$ cat src/include/amrc_pkg.sv
package amrc_pkg;
    // ----------------------------------------
    // Widths
    // ----------------------------------------
    localparam int DATA_W   = 16;
    localparam int WORD_W   = 32;
    localparam int ADDR_W   = 23;
    localparam int BANK_W   = 2;
    localparam int CS_W     = 4;
    localparam int CSSEL_W  = 2;
    localparam int TA_W     = 2;
    localparam int SETUP_W  = 4;
    localparam int STROBE_W = 6;
    localparam int HOLD_W   = 3;
    localparam int CNT_W    = 6;
    localparam int BEAT_W   = 2;

    // ----------------------------------------
    // Field positions of chip_select_config
    // ----------------------------------------
    localparam int CFG_W        = 32;
    localparam int CFG_TA_LSB   = 2;
    localparam int CFG_RHLD_LSB = 4;
    localparam int CFG_RSTB_LSB = 7;
    localparam int CFG_RSU_LSB  = 13;

    // ----------------------------------------
    // Bus widths selectable per access
    // ----------------------------------------
    localparam logic [1:0] WIDTH_8  = 2'h0;
    localparam logic [1:0] WIDTH_16 = 2'h1;

    // ----------------------------------------
    // Reset and idle values, and the one-cycle turnaround count
    // ----------------------------------------
    localparam logic [CS_W-1:0]   CS_IDLE    = 4'hf;
    localparam logic [CNT_W-1:0]  CNT_ZERO   = 6'h00;
    localparam logic [BEAT_W-1:0] BEAT_ZERO  = 2'h0;
    localparam logic [CNT_W-1:0]  ONE_TA     = 6'h01;

    // ----------------------------------------
    // Sequencer states, one-hot
    // ----------------------------------------
    typedef enum logic [5:0] {
        AMRC_IDLE   = 6'h01,
        AMRC_TURN   = 6'h02,
        AMRC_SETUP  = 6'h04,
        AMRC_STROBE = 6'h08,
        AMRC_HOLD   = 6'h10,
        AMRC_DONE   = 6'h20
    } amrc_state_t;
endpackage

$ cat src/rtl/amrc_read_seq.sv
// Behaviour
// Chip select falls at setup start unless already low from prior access
// Output enable falls at the first strobe cycle
// Output enable rises on the edge ending the strobe period
// Data bus is captured on that same strobe-ending edge
// Active wait input stretches the strobe period; memory may use it
// Address and bank address stop being held valid after hold
// Chip select rises after hold only when request is complete
// Follow-on narrow accesses re-enter setup at once, no turnaround
// Follow-on accesses keep the timing captured at the first access
// Request done and nothing pending: return to idle
// Pending request at completion goes straight into its turnaround
// Turnaround waits the configured turnaround count before setup
// Read after read inserts no turnaround cycles
// Read after write with zero turnaround inserts exactly one cycle
// Setup start loads read setup, strobe and hold from configuration
// Periods are counted in clock cycles and follow in order
module amrc_read_seq (
    input  wire logic                            clk_sys,
    input  wire logic                            rstn,
    input  wire logic                            req_valid,
    input  wire logic [amrc_pkg::ADDR_W-1:0]     req_address,
    input  wire logic [amrc_pkg::BANK_W-1:0]     req_bank,
    input  wire logic [amrc_pkg::CSSEL_W-1:0]    req_cs_sel,
    input  wire logic [1:0]                      req_bus_width,
    input  wire logic                            req_last_was_write,
    input  wire logic [amrc_pkg::CFG_W-1:0]      chip_select_config,
    input  wire logic [amrc_pkg::DATA_W-1:0]     ext_data_bus,
    input  wire logic                            ext_wait_request,
    output logic                                 req_accept,
    output logic                                 rd_valid,
    output logic [amrc_pkg::WORD_W-1:0]          rd_data,
    output logic                                 busy,
    output logic [amrc_pkg::CS_W-1:0]            ext_chip_select_n,
    output logic                                 ext_output_enable_n,
    output logic                                 ext_write_enable_n,
    output logic [amrc_pkg::ADDR_W-1:0]          ext_address,
    output logic [amrc_pkg::BANK_W-1:0]          ext_bank_address
);
    // ----------------------------------------
    // State
    // ----------------------------------------
    typedef struct packed {
        amrc_pkg::amrc_state_t                   state;
        logic [amrc_pkg::CNT_W-1:0]              cnt;
        logic [amrc_pkg::SETUP_W-1:0]            setup;
        logic [amrc_pkg::STROBE_W-1:0]           strobe;
        logic [amrc_pkg::HOLD_W-1:0]             hold;
        logic [amrc_pkg::BEAT_W-1:0]             beat;
        logic [amrc_pkg::BEAT_W-1:0]             last_beat;
        logic [1:0]                              width;
        logic [amrc_pkg::CSSEL_W-1:0]            cs_sel;
        logic                                    prev_read;
        logic [amrc_pkg::WORD_W-1:0]             data;
        logic                                    accept;
        logic                                    rd_valid;
        logic                                    busy;
        logic [amrc_pkg::CS_W-1:0]               cs_n;
        logic                                    oe_n;
        logic [amrc_pkg::ADDR_W-1:0]             addr;
        logic [amrc_pkg::BANK_W-1:0]             bank;
    } amrc_regs_t;

    amrc_regs_t state_r;
    amrc_regs_t state_nxt;
    logic       rst_sync_n;

    amrc_reset_sync u_rst (
        .clk_sys   (clk_sys),
        .rstn      (rstn),
        .rstn_sync (rst_sync_n)
    );

    // ----------------------------------------
    // Helpers
    // ----------------------------------------
    function automatic logic [amrc_pkg::CS_W-1:0] cs_decode(
        input logic [amrc_pkg::CSSEL_W-1:0] sel
    );
        cs_decode = ~(4'h1 << sel);
    endfunction

    function automatic logic [amrc_pkg::CNT_W-1:0] turn_count(
        input logic [amrc_pkg::CFG_W-1:0] cfg,
        input logic                       prev_read,
        input logic                       last_write
    );
        logic [amrc_pkg::TA_W-1:0] ta;
        ta = cfg[amrc_pkg::CFG_TA_LSB +: amrc_pkg::TA_W];
        if (prev_read && !last_write) begin
            turn_count = amrc_pkg::CNT_ZERO;
        end else if (last_write && ta == 2'h0) begin
            turn_count = amrc_pkg::ONE_TA;
        end else begin
            turn_count = {{(amrc_pkg::CNT_W-amrc_pkg::TA_W){1'b0}}, ta};
        end
    endfunction

    function automatic logic [amrc_pkg::BEAT_W-1:0] beats_of(input logic [1:0] w);
        if (w == amrc_pkg::WIDTH_8) begin
            beats_of = 2'h3;
        end else if (w == amrc_pkg::WIDTH_16) begin
            beats_of = 2'h1;
        end else begin
            beats_of = 2'h0;
        end
    endfunction

    // ----------------------------------------
    // Next state
    // ----------------------------------------
    always_comb begin
        logic [amrc_pkg::CNT_W-1:0] tcnt;
        tcnt      = turn_count(chip_select_config, state_r.prev_read, req_last_was_write);
        state_nxt = state_r;
        state_nxt.accept   = 1'b0;
        state_nxt.rd_valid = 1'b0;
        unique case (state_r.state)
            amrc_pkg::AMRC_IDLE: begin
                state_nxt.busy = 1'b0;
                if (req_valid) begin
                    state_nxt.busy   = 1'b1;
                    state_nxt.cnt    = tcnt;
                    state_nxt.state  = amrc_pkg::AMRC_TURN;
                end
            end
            amrc_pkg::AMRC_TURN: begin
                if (state_r.cnt != amrc_pkg::CNT_ZERO) begin
                    state_nxt.cnt = state_r.cnt - 6'h01;
                end else if (!req_valid) begin
                    state_nxt.state = amrc_pkg::AMRC_IDLE;
                    state_nxt.busy  = 1'b0;
                end else begin
                    state_nxt.accept    = 1'b1;
                    state_nxt.setup     =
                        chip_select_config[amrc_pkg::CFG_RSU_LSB +: amrc_pkg::SETUP_W];
                    state_nxt.strobe    =
                        chip_select_config[amrc_pkg::CFG_RSTB_LSB +: amrc_pkg::STROBE_W];
                    state_nxt.hold      =
                        chip_select_config[amrc_pkg::CFG_RHLD_LSB +: amrc_pkg::HOLD_W];
                    state_nxt.cnt       = {2'h0,
                        chip_select_config[amrc_pkg::CFG_RSU_LSB +: amrc_pkg::SETUP_W]};
                    state_nxt.width     = req_bus_width;
                    state_nxt.last_beat = beats_of(req_bus_width);
                    state_nxt.beat      = amrc_pkg::BEAT_ZERO;
                    state_nxt.cs_sel    = req_cs_sel;
                    state_nxt.addr      = req_address;
                    state_nxt.bank      = req_bank;
                    state_nxt.data      = '0;
                    state_nxt.cs_n      = cs_decode(req_cs_sel);
                    state_nxt.state     = amrc_pkg::AMRC_SETUP;
                end
            end
            amrc_pkg::AMRC_SETUP: begin
                if (state_r.cnt != amrc_pkg::CNT_ZERO) begin
                    state_nxt.cnt = state_r.cnt - 6'h01;
                end else begin
                    state_nxt.oe_n  = 1'b0;
                    state_nxt.cnt   = state_r.strobe;
                    state_nxt.state = amrc_pkg::AMRC_STROBE;
                end
            end
            amrc_pkg::AMRC_STROBE: begin
                if (ext_wait_request) begin
                    state_nxt.cnt = state_r.cnt;
                end else if (state_r.cnt != amrc_pkg::CNT_ZERO) begin
                    state_nxt.cnt = state_r.cnt - 6'h01;
                end else begin
                    state_nxt.oe_n = 1'b1;
                    if (state_r.width == amrc_pkg::WIDTH_8) begin
                        state_nxt.data[8*state_r.beat +: 8] = ext_data_bus[7:0];
                    end else if (state_r.width == amrc_pkg::WIDTH_16) begin
                        state_nxt.data[16*state_r.beat[0] +: 16] = ext_data_bus;
                    end else begin
                        state_nxt.data[15:0] = ext_data_bus;
                    end
                    state_nxt.cnt   = {3'h0, state_r.hold};
                    state_nxt.state = amrc_pkg::AMRC_HOLD;
                end
            end
            amrc_pkg::AMRC_HOLD: begin
                if (state_r.cnt != amrc_pkg::CNT_ZERO) begin
                    state_nxt.cnt = state_r.cnt - 6'h01;
                end else if (state_r.beat != state_r.last_beat) begin
                    state_nxt.beat  = state_r.beat + 2'h1;
                    state_nxt.addr  = state_r.addr + 23'h000001;
                    state_nxt.cnt   = {2'h0, state_r.setup};
                    state_nxt.state = amrc_pkg::AMRC_SETUP;
                end else begin
                    state_nxt.cs_n      = amrc_pkg::CS_IDLE;
                    state_nxt.addr      = '0;
                    state_nxt.bank      = '0;
                    state_nxt.rd_valid  = 1'b1;
                    state_nxt.prev_read = 1'b1;
                    state_nxt.state     = amrc_pkg::AMRC_DONE;
                end
            end
            amrc_pkg::AMRC_DONE: begin
                if (req_valid) begin
                    state_nxt.cnt   = tcnt;
                    state_nxt.state = amrc_pkg::AMRC_TURN;
                end else begin
                    state_nxt.busy  = 1'b0;
                    state_nxt.state = amrc_pkg::AMRC_IDLE;
                end
            end
            default: begin
                state_nxt       = state_r;
                state_nxt.state = amrc_pkg::AMRC_IDLE;
            end
        endcase
    end

    // ----------------------------------------
    // Registers
    // ----------------------------------------
    always_ff @(posedge clk_sys or negedge rst_sync_n) begin
        if (!rst_sync_n) begin
            state_r           <= '0;
            state_r.state     <= amrc_pkg::AMRC_IDLE;
            state_r.cs_n      <= amrc_pkg::CS_IDLE;
            state_r.oe_n      <= 1'b1;
        end else begin
            state_r <= state_nxt;
        end
    end

    // ----------------------------------------
    // Outputs
    // ----------------------------------------
    assign req_accept          = state_r.accept;
    assign rd_valid            = state_r.rd_valid;
    assign rd_data             = state_r.data;
    assign busy                = state_r.busy;
    assign ext_chip_select_n   = state_r.cs_n;
    assign ext_output_enable_n = state_r.oe_n;
    assign ext_write_enable_n  = 1'b1;
    assign ext_address         = state_r.addr;
    assign ext_bank_address    = state_r.bank;
endmodule

$ cat src/rtl/amrc_reset_sync.sv
module amrc_reset_sync (
    input  wire logic clk_sys,
    input  wire logic rstn,
    output logic      rstn_sync
);
    // ----------------------------------------
    // Two-stage reset release
    // ----------------------------------------
    logic meta_r;

    always_ff @(posedge clk_sys or negedge rstn) begin
        if (!rstn) begin
            meta_r    <= 1'b0;
            rstn_sync <= 1'b0;
        end else begin
            meta_r    <= 1'b1;
            rstn_sync <= meta_r;
        end
    end
endmodule

$ cat config.mk
export PLATFORM = sky130hd
export DESIGN_NAME = amrc_read_seq
export DESIGN_NICKNAME = d
export VERILOG_FILES = /design/src/include/amrc_pkg.sv /design/src/rtl/amrc_read_seq.sv /design/src/rtl/amrc_reset_sync.sv
export SDC_FILE = /design/constraint.sdc
export NUM_CORES = 1
export LEC_CHECK = 0
export ABC_AREA = 1
export BUFFER_PORTS_ARGS = -buffer_cell sky130_fd_sc_hd__buf_2
export CORE_MARGIN = 1.5
export CORE_UTILIZATION = 56
export CTS_CLUSTER_SIZE = 14
export DETAILED_ROUTE_END_ITERATION = 12
export GPL_ROUTABILITY_DRIVEN = 0
export MAX_ROUTING_LAYER = met4
export PLACE_DENSITY = 0.91
export SLEW_MARGIN = 20
export SYNTH_ARGS = -nofsm -noshare
export SYNTH_HDL_FRONTEND = slang
export SYNTH_SLANG_ARGS = --single-unit
export TNS_END_PERCENT = 5
$ cat constraint.sdc
create_clock -name clk_sys -period 4 [get_ports clk_sys]
set_clock_uncertainty 0.05 [all_clocks]
set_input_delay 0.4 -clock clk_sys [delete_from_list [all_inputs] [get_ports clk_sys]]
set_output_delay 0.4 -clock clk_sys [all_outputs]
set_load 0.02 [all_outputs]
# == Word level (Yosys, flattened, before mapping) ==
# Cells that the tools add are included.
# word_totals
reg_bits,101
in_bits,82
output_inout_bits,66
# op_classes
addsub,5
n_eq_ne,22
shift,5
muxes,58
n_bitwise,3
n_reduce_logical,27
# op_table
op,count
two-way mux 32 bit,3
two-way mux 6 bit,14
two-way mux 25 bit,3
case mux 12 bit (6 select lines),1
negator 5 -> 34 bit,2
two-way mux 33 bit,2
bitwise mux 32 bit,2
case mux 32 bit (2 select lines),1
case mux 25 bit (2 select lines),1
variable shift 16 x 34 -> 32 bit (first input constant),1
variable shift 8 x 34 -> 32 bit (first input constant),1
indexed part select 16 x 34 -> 32 bit,1
indexed part select 8 x 34 -> 32 bit,1
two-way mux 16 bit,2
two-way mux 27 bit,1
adder 23 x 1 -> 23 bit (second input constant),1
two-way mux 23 bit,1
!= test 2 bit (second input constant),10
AND reduction 6 bit,3
AND reduction 5 bit,3
two-way mux 12 bit,1
two-way mux 2 bit,6
two-way mux 4 bit,3
nonzero test 6 bit,2
31 further kinds,54

# == Logic depth before layout (Yosys ltp) ==
# depth
ltp_word,8
ltp_mapped,13

# == Cells and area by module ==
# Synthesis repeated with hierarchy kept, for this count alone.
# hier_totals
cells_unflattened,1010
hier_area_um2,6889.1
# modules_own_cells
mod,n_inst,cells_per_inst,area_each_um2
amrc_read_seq,1,1007,6835.3
amrc_reset_sync,1,3,53.8

# == Worst setup path before layout ==
# OpenSTA, ideal clock, no wires.
# synth_path
path_type,register to register
from,reg state_r[72] in the netlist's numbering
to,reg state_r (netlist bit rd_data[12])
setup_ps,62
arrival_ps,1991
path_slack_ps,1897
stages_incl_launch_ff,12
n_path_buf,2
synth_period_minus_slack_ps,2103
cell_sequence,dfrtp_1 > inv_1 > buf_1 > ha_1 > clkbuf_1 > nand3_1 > nor2_1 > nand2_1 > o21ai_0 > nand3b_1 > nand2_1 > inv_1
# synth_between
elab_chain_len,8
elab_cells_between_ends,13
classes_between,add/sub (2); shift (4); mux (7)
# synth_lines
element,line_no,rtl
"start, declared",amrc_read_seq.sv:64,amrc_regs_t state_r;
"start signal, assigned",amrc_read_seq.sv:224,state_r <= state_nxt;
negator 5 -> 34 bit,amrc_read_seq.sv:173,state_nxt.data[16*state_r.beat[0] +: 16] = ext_data_bus;
indexed part select 16 x 34 -> 32 bit / variable shift 16 x 34 -> 32 bit (equally long branches),amrc_read_seq.sv:173,
bitwise mux 32 bit,amrc_read_seq.sv:173,
two-way mux 16 bit,amrc_read_seq.sv:172,end else if (state_r.width == amrc_pkg::WIDTH_16) begin
two-way mux 32 bit *,amrc_read_seq.sv:170,if (state_r.width == amrc_pkg::WIDTH_8) begin
two-way mux 32 bit *,amrc_read_seq.sv:166,end else if (state_r.cnt != amrc_pkg::CNT_ZERO) begin
two-way mux 32 bit *,amrc_read_seq.sv:164,if (ext_wait_request) begin
case mux 32 bit (2 select lines) *,amrc_read_seq.sv:118,unique case (state_r.state)
# Mark *: on every way between the ends. The rest lies on a longest branch, timed or not. The select of a mux whose other input is x is not followed.
# A chain may end at the register's enable or synchronous reset.

# == Worst setup path in the final report ==
# layout_path
from,reg state_r[72] in the netlist's numbering
to,reg state_r (netlist bit rd_data[15])
# Same word-level chain as after synthesis.

==> out/summary.md <==
TritonCTS created 9 clock buffers. The clock reaches the later pin of the worst-skew pair after 0.36 ns. The tools report the total of endpoints with negative setup slack in the final report as 0. For this configuration, the core starts out at a cell density of 57.3%. The logs give 376 MHz for the highest clock rate and 0.00297 W for the internal power component. The logs give 99 for the total number of clock tree sinks and 1009 for the count of mapped cells out of synthesis. The y dimension of the die is 114 um. At the pin with the least slew margin, the transition time is 0.993 ns. The number of port buffers works out to 129.

In the final routed layout, each cell accounts on average for 13.7 um. The tools report the endpoint type of the worst setup path as a flop. After routing, the total negative slack on setup checks comes to 0 ns. The run gives 11900 um as the HPWL reported at the end of detailed placement. The average instance in the mapped netlist occupies 6.82 sq um. The switching power share of the total was 47.9%. The tools report the final hold violation count as 0. Data arrives at the worst endpoint at 2.91 ns.

After clock tree synthesis, the repair step resized 0 gates. The run gives 6026 as the number of global-route vias before repair. Entering global routing, the biggest net connects 77 pins. The final layout contains 1153 nets.

The remaining number of nets flagged by the antenna check after routing is 0, and the leakage component of the power is 4.00 nW. The top fanout value on the critical path was 22. The total area inside the core boundary comes to 0.0120 sq mm. The worst hold margin is 0.200 ns, and the total number of placement rows is 40. In the routed design, unresolved DRC markers number 0.

The flow ran to the end, and the final reports show no timing, DRC or antenna violations. The tool flagged a number of max-cap violations equal to 0. TritonCTS built the clock tree. The register area share after synthesis is 36.1%. The clock edge transition at the registers on the reported setup and hold paths works out to 0.07 ns.

In this run the cell area of the synthesized design comes to 0.00689 sq mm. During synthesis, Yosys emitted a total of 0 warnings. The remaining max-slew budget at the tightest pin is 33.8%. The part of the total power dissipated in sequential elements is 30.4%.

For this block, the routed nets add up to 16700 um of wire. The width of the die was 114 um; the time the final worst path needs with I/O delays and setup was 2.66 ns. Fraction of final layout cells sized beyond drive strength 1: 18.2%.

Setup repair after global routing left no endpoint under its margin. The relative contribution of combinational cells to total power was 50.8%. Power spread over the standard cell area amounts to 758 mW/mm^2. The number of register bits inferred by synthesis works out to 99. The critical path is of the reg2reg type.

The critical path startpoint category is a flop. Pin placement for this block handled 148 I/O pins. Counting along the longest clock path gives a buffer depth of 2. The average via count per standard cell works out to 5.42. Across the VDD grid, the largest voltage drop is 0.363 mV. Global routing finished with a remaining overflow of 0.

The floorplan step defined a die boundary enclosing 0.0130 sq mm. The async set-or-reset flop fraction in the synthesized netlist works out to 100%. The data required time at the worst endpoint was 4.25 ns; the number of inserted diodes was 0. The run gives 0.00714 sq mm as the total placed instance area. The number of enable flip-flop cells after synthesis is 0. Final design instance area without fill: 0.00751 sq mm. The number of pins exceeding their max-slew limit in the final report was 0; the H-tree depth was 3.

The layout overhead on the synthesized area came out at 9.09%. CTS placed an instance of sky130_fd_sc_hd__clkbuf_16 at the clock tree root. The number of iterations in the first detailed-routing pass was 6.

The most used flip-flop cell after synthesis was sky130_fd_sc_hd__dfrtp_1. Summed over all nets, the switching power comes to 0.00273 W. Final cycle utilization of the critical path: 66.5%. Of the total power, the clock network draws 18.7%. The filler cell count is 1090. The first routing iteration left 848 violations. The aggregate global-route resource usage came out at 27.5%. The first global-routing pass estimated 28000 um of wire. Total number of vias: 6595. Initial antenna violation count: 0. The tightest min-delay check is of the in2reg type. The number of different library cells used by synthesis comes to 42.
## synth_stat cells (3+ instances only)
library cell / instances / area [sq um]
sky130_fd_sc_hd__buf_6: 5 / 56.3
sky130_fd_sc_hd__o21ai_1: 10 / 50.1
sky130_fd_sc_hd__nor3_1: 5 / 25.0
sky130_fd_sc_hd__nand4_1: 18 / 113
sky130_fd_sc_hd__xor2_1: 3 / 26.3
sky130_fd_sc_hd__nand3b_1: 3 / 22.5
sky130_fd_sc_hd__dfstp_2: 6 / 158
sky130_fd_sc_hd__buf_2: 13 / 65.1
sky130_fd_sc_hd__nand3_1: 85 / 425
sky130_fd_sc_hd__o21ai_0: 50 / 250
sky130_fd_sc_hd__nand3_2: 4 / 40.0
sky130_fd_sc_hd__nor2_4: 10 / 113
sky130_fd_sc_hd__or2_2: 4 / 25.0
sky130_fd_sc_hd__buf_1: 5 / 18.8
sky130_fd_sc_hd__ha_1: 6 / 75.1
sky130_fd_sc_hd__clkbuf_1: 7 / 26.3
sky130_fd_sc_hd__o31ai_1: 12 / 90.1
sky130_fd_sc_hd__a21oi_1: 39 / 195
sky130_fd_sc_hd__nor2_1: 141 / 529
sky130_fd_sc_hd__nand2_2: 6 / 37.5
sky130_fd_sc_hd__o21bai_1: 4 / 30.0
sky130_fd_sc_hd__o21ai_2: 3 / 26.3
sky130_fd_sc_hd__o211ai_1: 4 / 30.0
sky130_fd_sc_hd__dfrtp_1: 93 / 2330
sky130_fd_sc_hd__buf_4: 63 / 473
sky130_fd_sc_hd__inv_1: 107 / 402
sky130_fd_sc_hd__nand2_1: 282 / 1060
## path summary, 6_finish.rpt
kind,from,end,slack (ns),depth (start not counted)
min,chip_select_config[5],state_r[75],0.20,3
min reg2reg,u_rst.meta_r,u_rst.rstn_sync,0.30,0
max reg2reg,state_r[72],rd_data[15],1.34,10
min in group asynchronous,rstn,u_rst.rstn_sync,0.30,2
max,state_r[72],rd_data[15],1.34,10
max in group asynchronous,u_rst.rstn_sync,rd_data[1],2.60,1
## power by group through the flow
stage | clock, W | combinational (W) | sequential (W)
2_1_floorplan | 0 | 0.00250 | 0.00167
3_3_place_gp | 0 | 0.00277 | 0.00172
3_5_place_dp | 0 | 0.00285 | 0.00174
4_1_cts | 0.00108 | 0.00287 | 0.00172
5_1_grt | 0.00112 | 0.00326 | 0.00178
6_report | 0.00107 | 0.00289 | 0.00173
## cells in the final DEF (no fill, tap or decap), drive strengths merged, types with 2 or more instances in the layout
cell type	instances
nand3b	3
clkinv	2
o21bai	4
nand2	290
a31oi	2
o211ai	4
o22ai	2
o31ai	12
conb	2
xor2	3
or2	5
buf	136
xnor2	2
dfrtp	93
clkinvlp	2
bufinv	4
nand3	90
ha	6
nor2	154
dfstp	6
o21ai	65
clkbuf	9
a21oi	39
nand4	19
inv	107
nor3	5
## sequential cells by signal, indices dropped and copies added (netlist names)
| signal | count |
|---|---|
| ext_bank_address | 2 |
| ext_address | 23 |
| ext_output_enable_n | 1 |
| rd_valid | 1 |
| state_r | 32 |
| u_rst.rstn_sync | 1 |
| u_rst.meta_r | 1 |
| rd_data | 32 |
| busy | 1 |
| ext_chip_select_n | 4 |
| req_accept | 1 |
## routing by layer
metal	GRT usage, %	part of all wire (%)	routed length (um)	vias to the layer above
li1	-	-	-	3262
met1	35.7	43	7180	2986
met2	42.9	47	7900	305
met3	4.14	6.9	1150	42
met4	12.5	2.8	476	0
met5	-	0	0	-
## area by class of cell
class	instances	area (sq um)	area share, %
well taps	147	184	2.45
flip-flops and latches	99	2490	33.1
clock buffers	9	225	3.00
inverters	108	405	5.40
multi-input cells	710	3360	44.7
clock inverters	7	140	1.87
repair buffers	137	708	9.43
## critical path, stage by stage (launching register included)
cell and delay [ns]:
sky130_fd_sc_hd__dfrtp_1 0.32, sky130_fd_sc_hd__buf_4 0.25, sky130_fd_sc_hd__inv_1 0.30, sky130_fd_sc_hd__ha_1 0.57, sky130_fd_sc_hd__nand3_1 0.12, sky130_fd_sc_hd__nor2_1 0.47
sky130_fd_sc_hd__nand2_1 0.09, sky130_fd_sc_hd__o21ai_0 0.16, sky130_fd_sc_hd__nand3b_1 0.16, sky130_fd_sc_hd__nand2_1 0.06, sky130_fd_sc_hd__inv_1 0.05
## timing repair
action,in CTS,in global routing
hold endpoints to repair,2,0
hold buffers,1,0
endpoints found under the setup margin,0,0
setup buffers,0,0
## cell families (layout without fill, tap and decap cells)
kind of cell	Yosys count	count (layout)	synth area share (%)
compound gates	131	131	10.9
buf+inv	201	261	15.2
xor+xnor	5	5	0.636
flops	99	99	36.1
simple gates	566	566	36.0
other cells	1	2	0.0545
fa+ha+maj	6	6	1.09
## per-stage QoR
stage	utilization (%)	setup WS (ns)	total power, W	cells
floorplan	-	0.999	0.00418	1010
finish	62.5	1.34	0.00569	1217
CTS	62.5	1.38	0.00568	1217
global placement	59.4	1.48	0.00449	1200
detailed placement	59.4	1.43	0.00459	1200
global route	62.5	1.15	0.00616	1217
No activity file was read; power rests on OpenSTA's default activity.
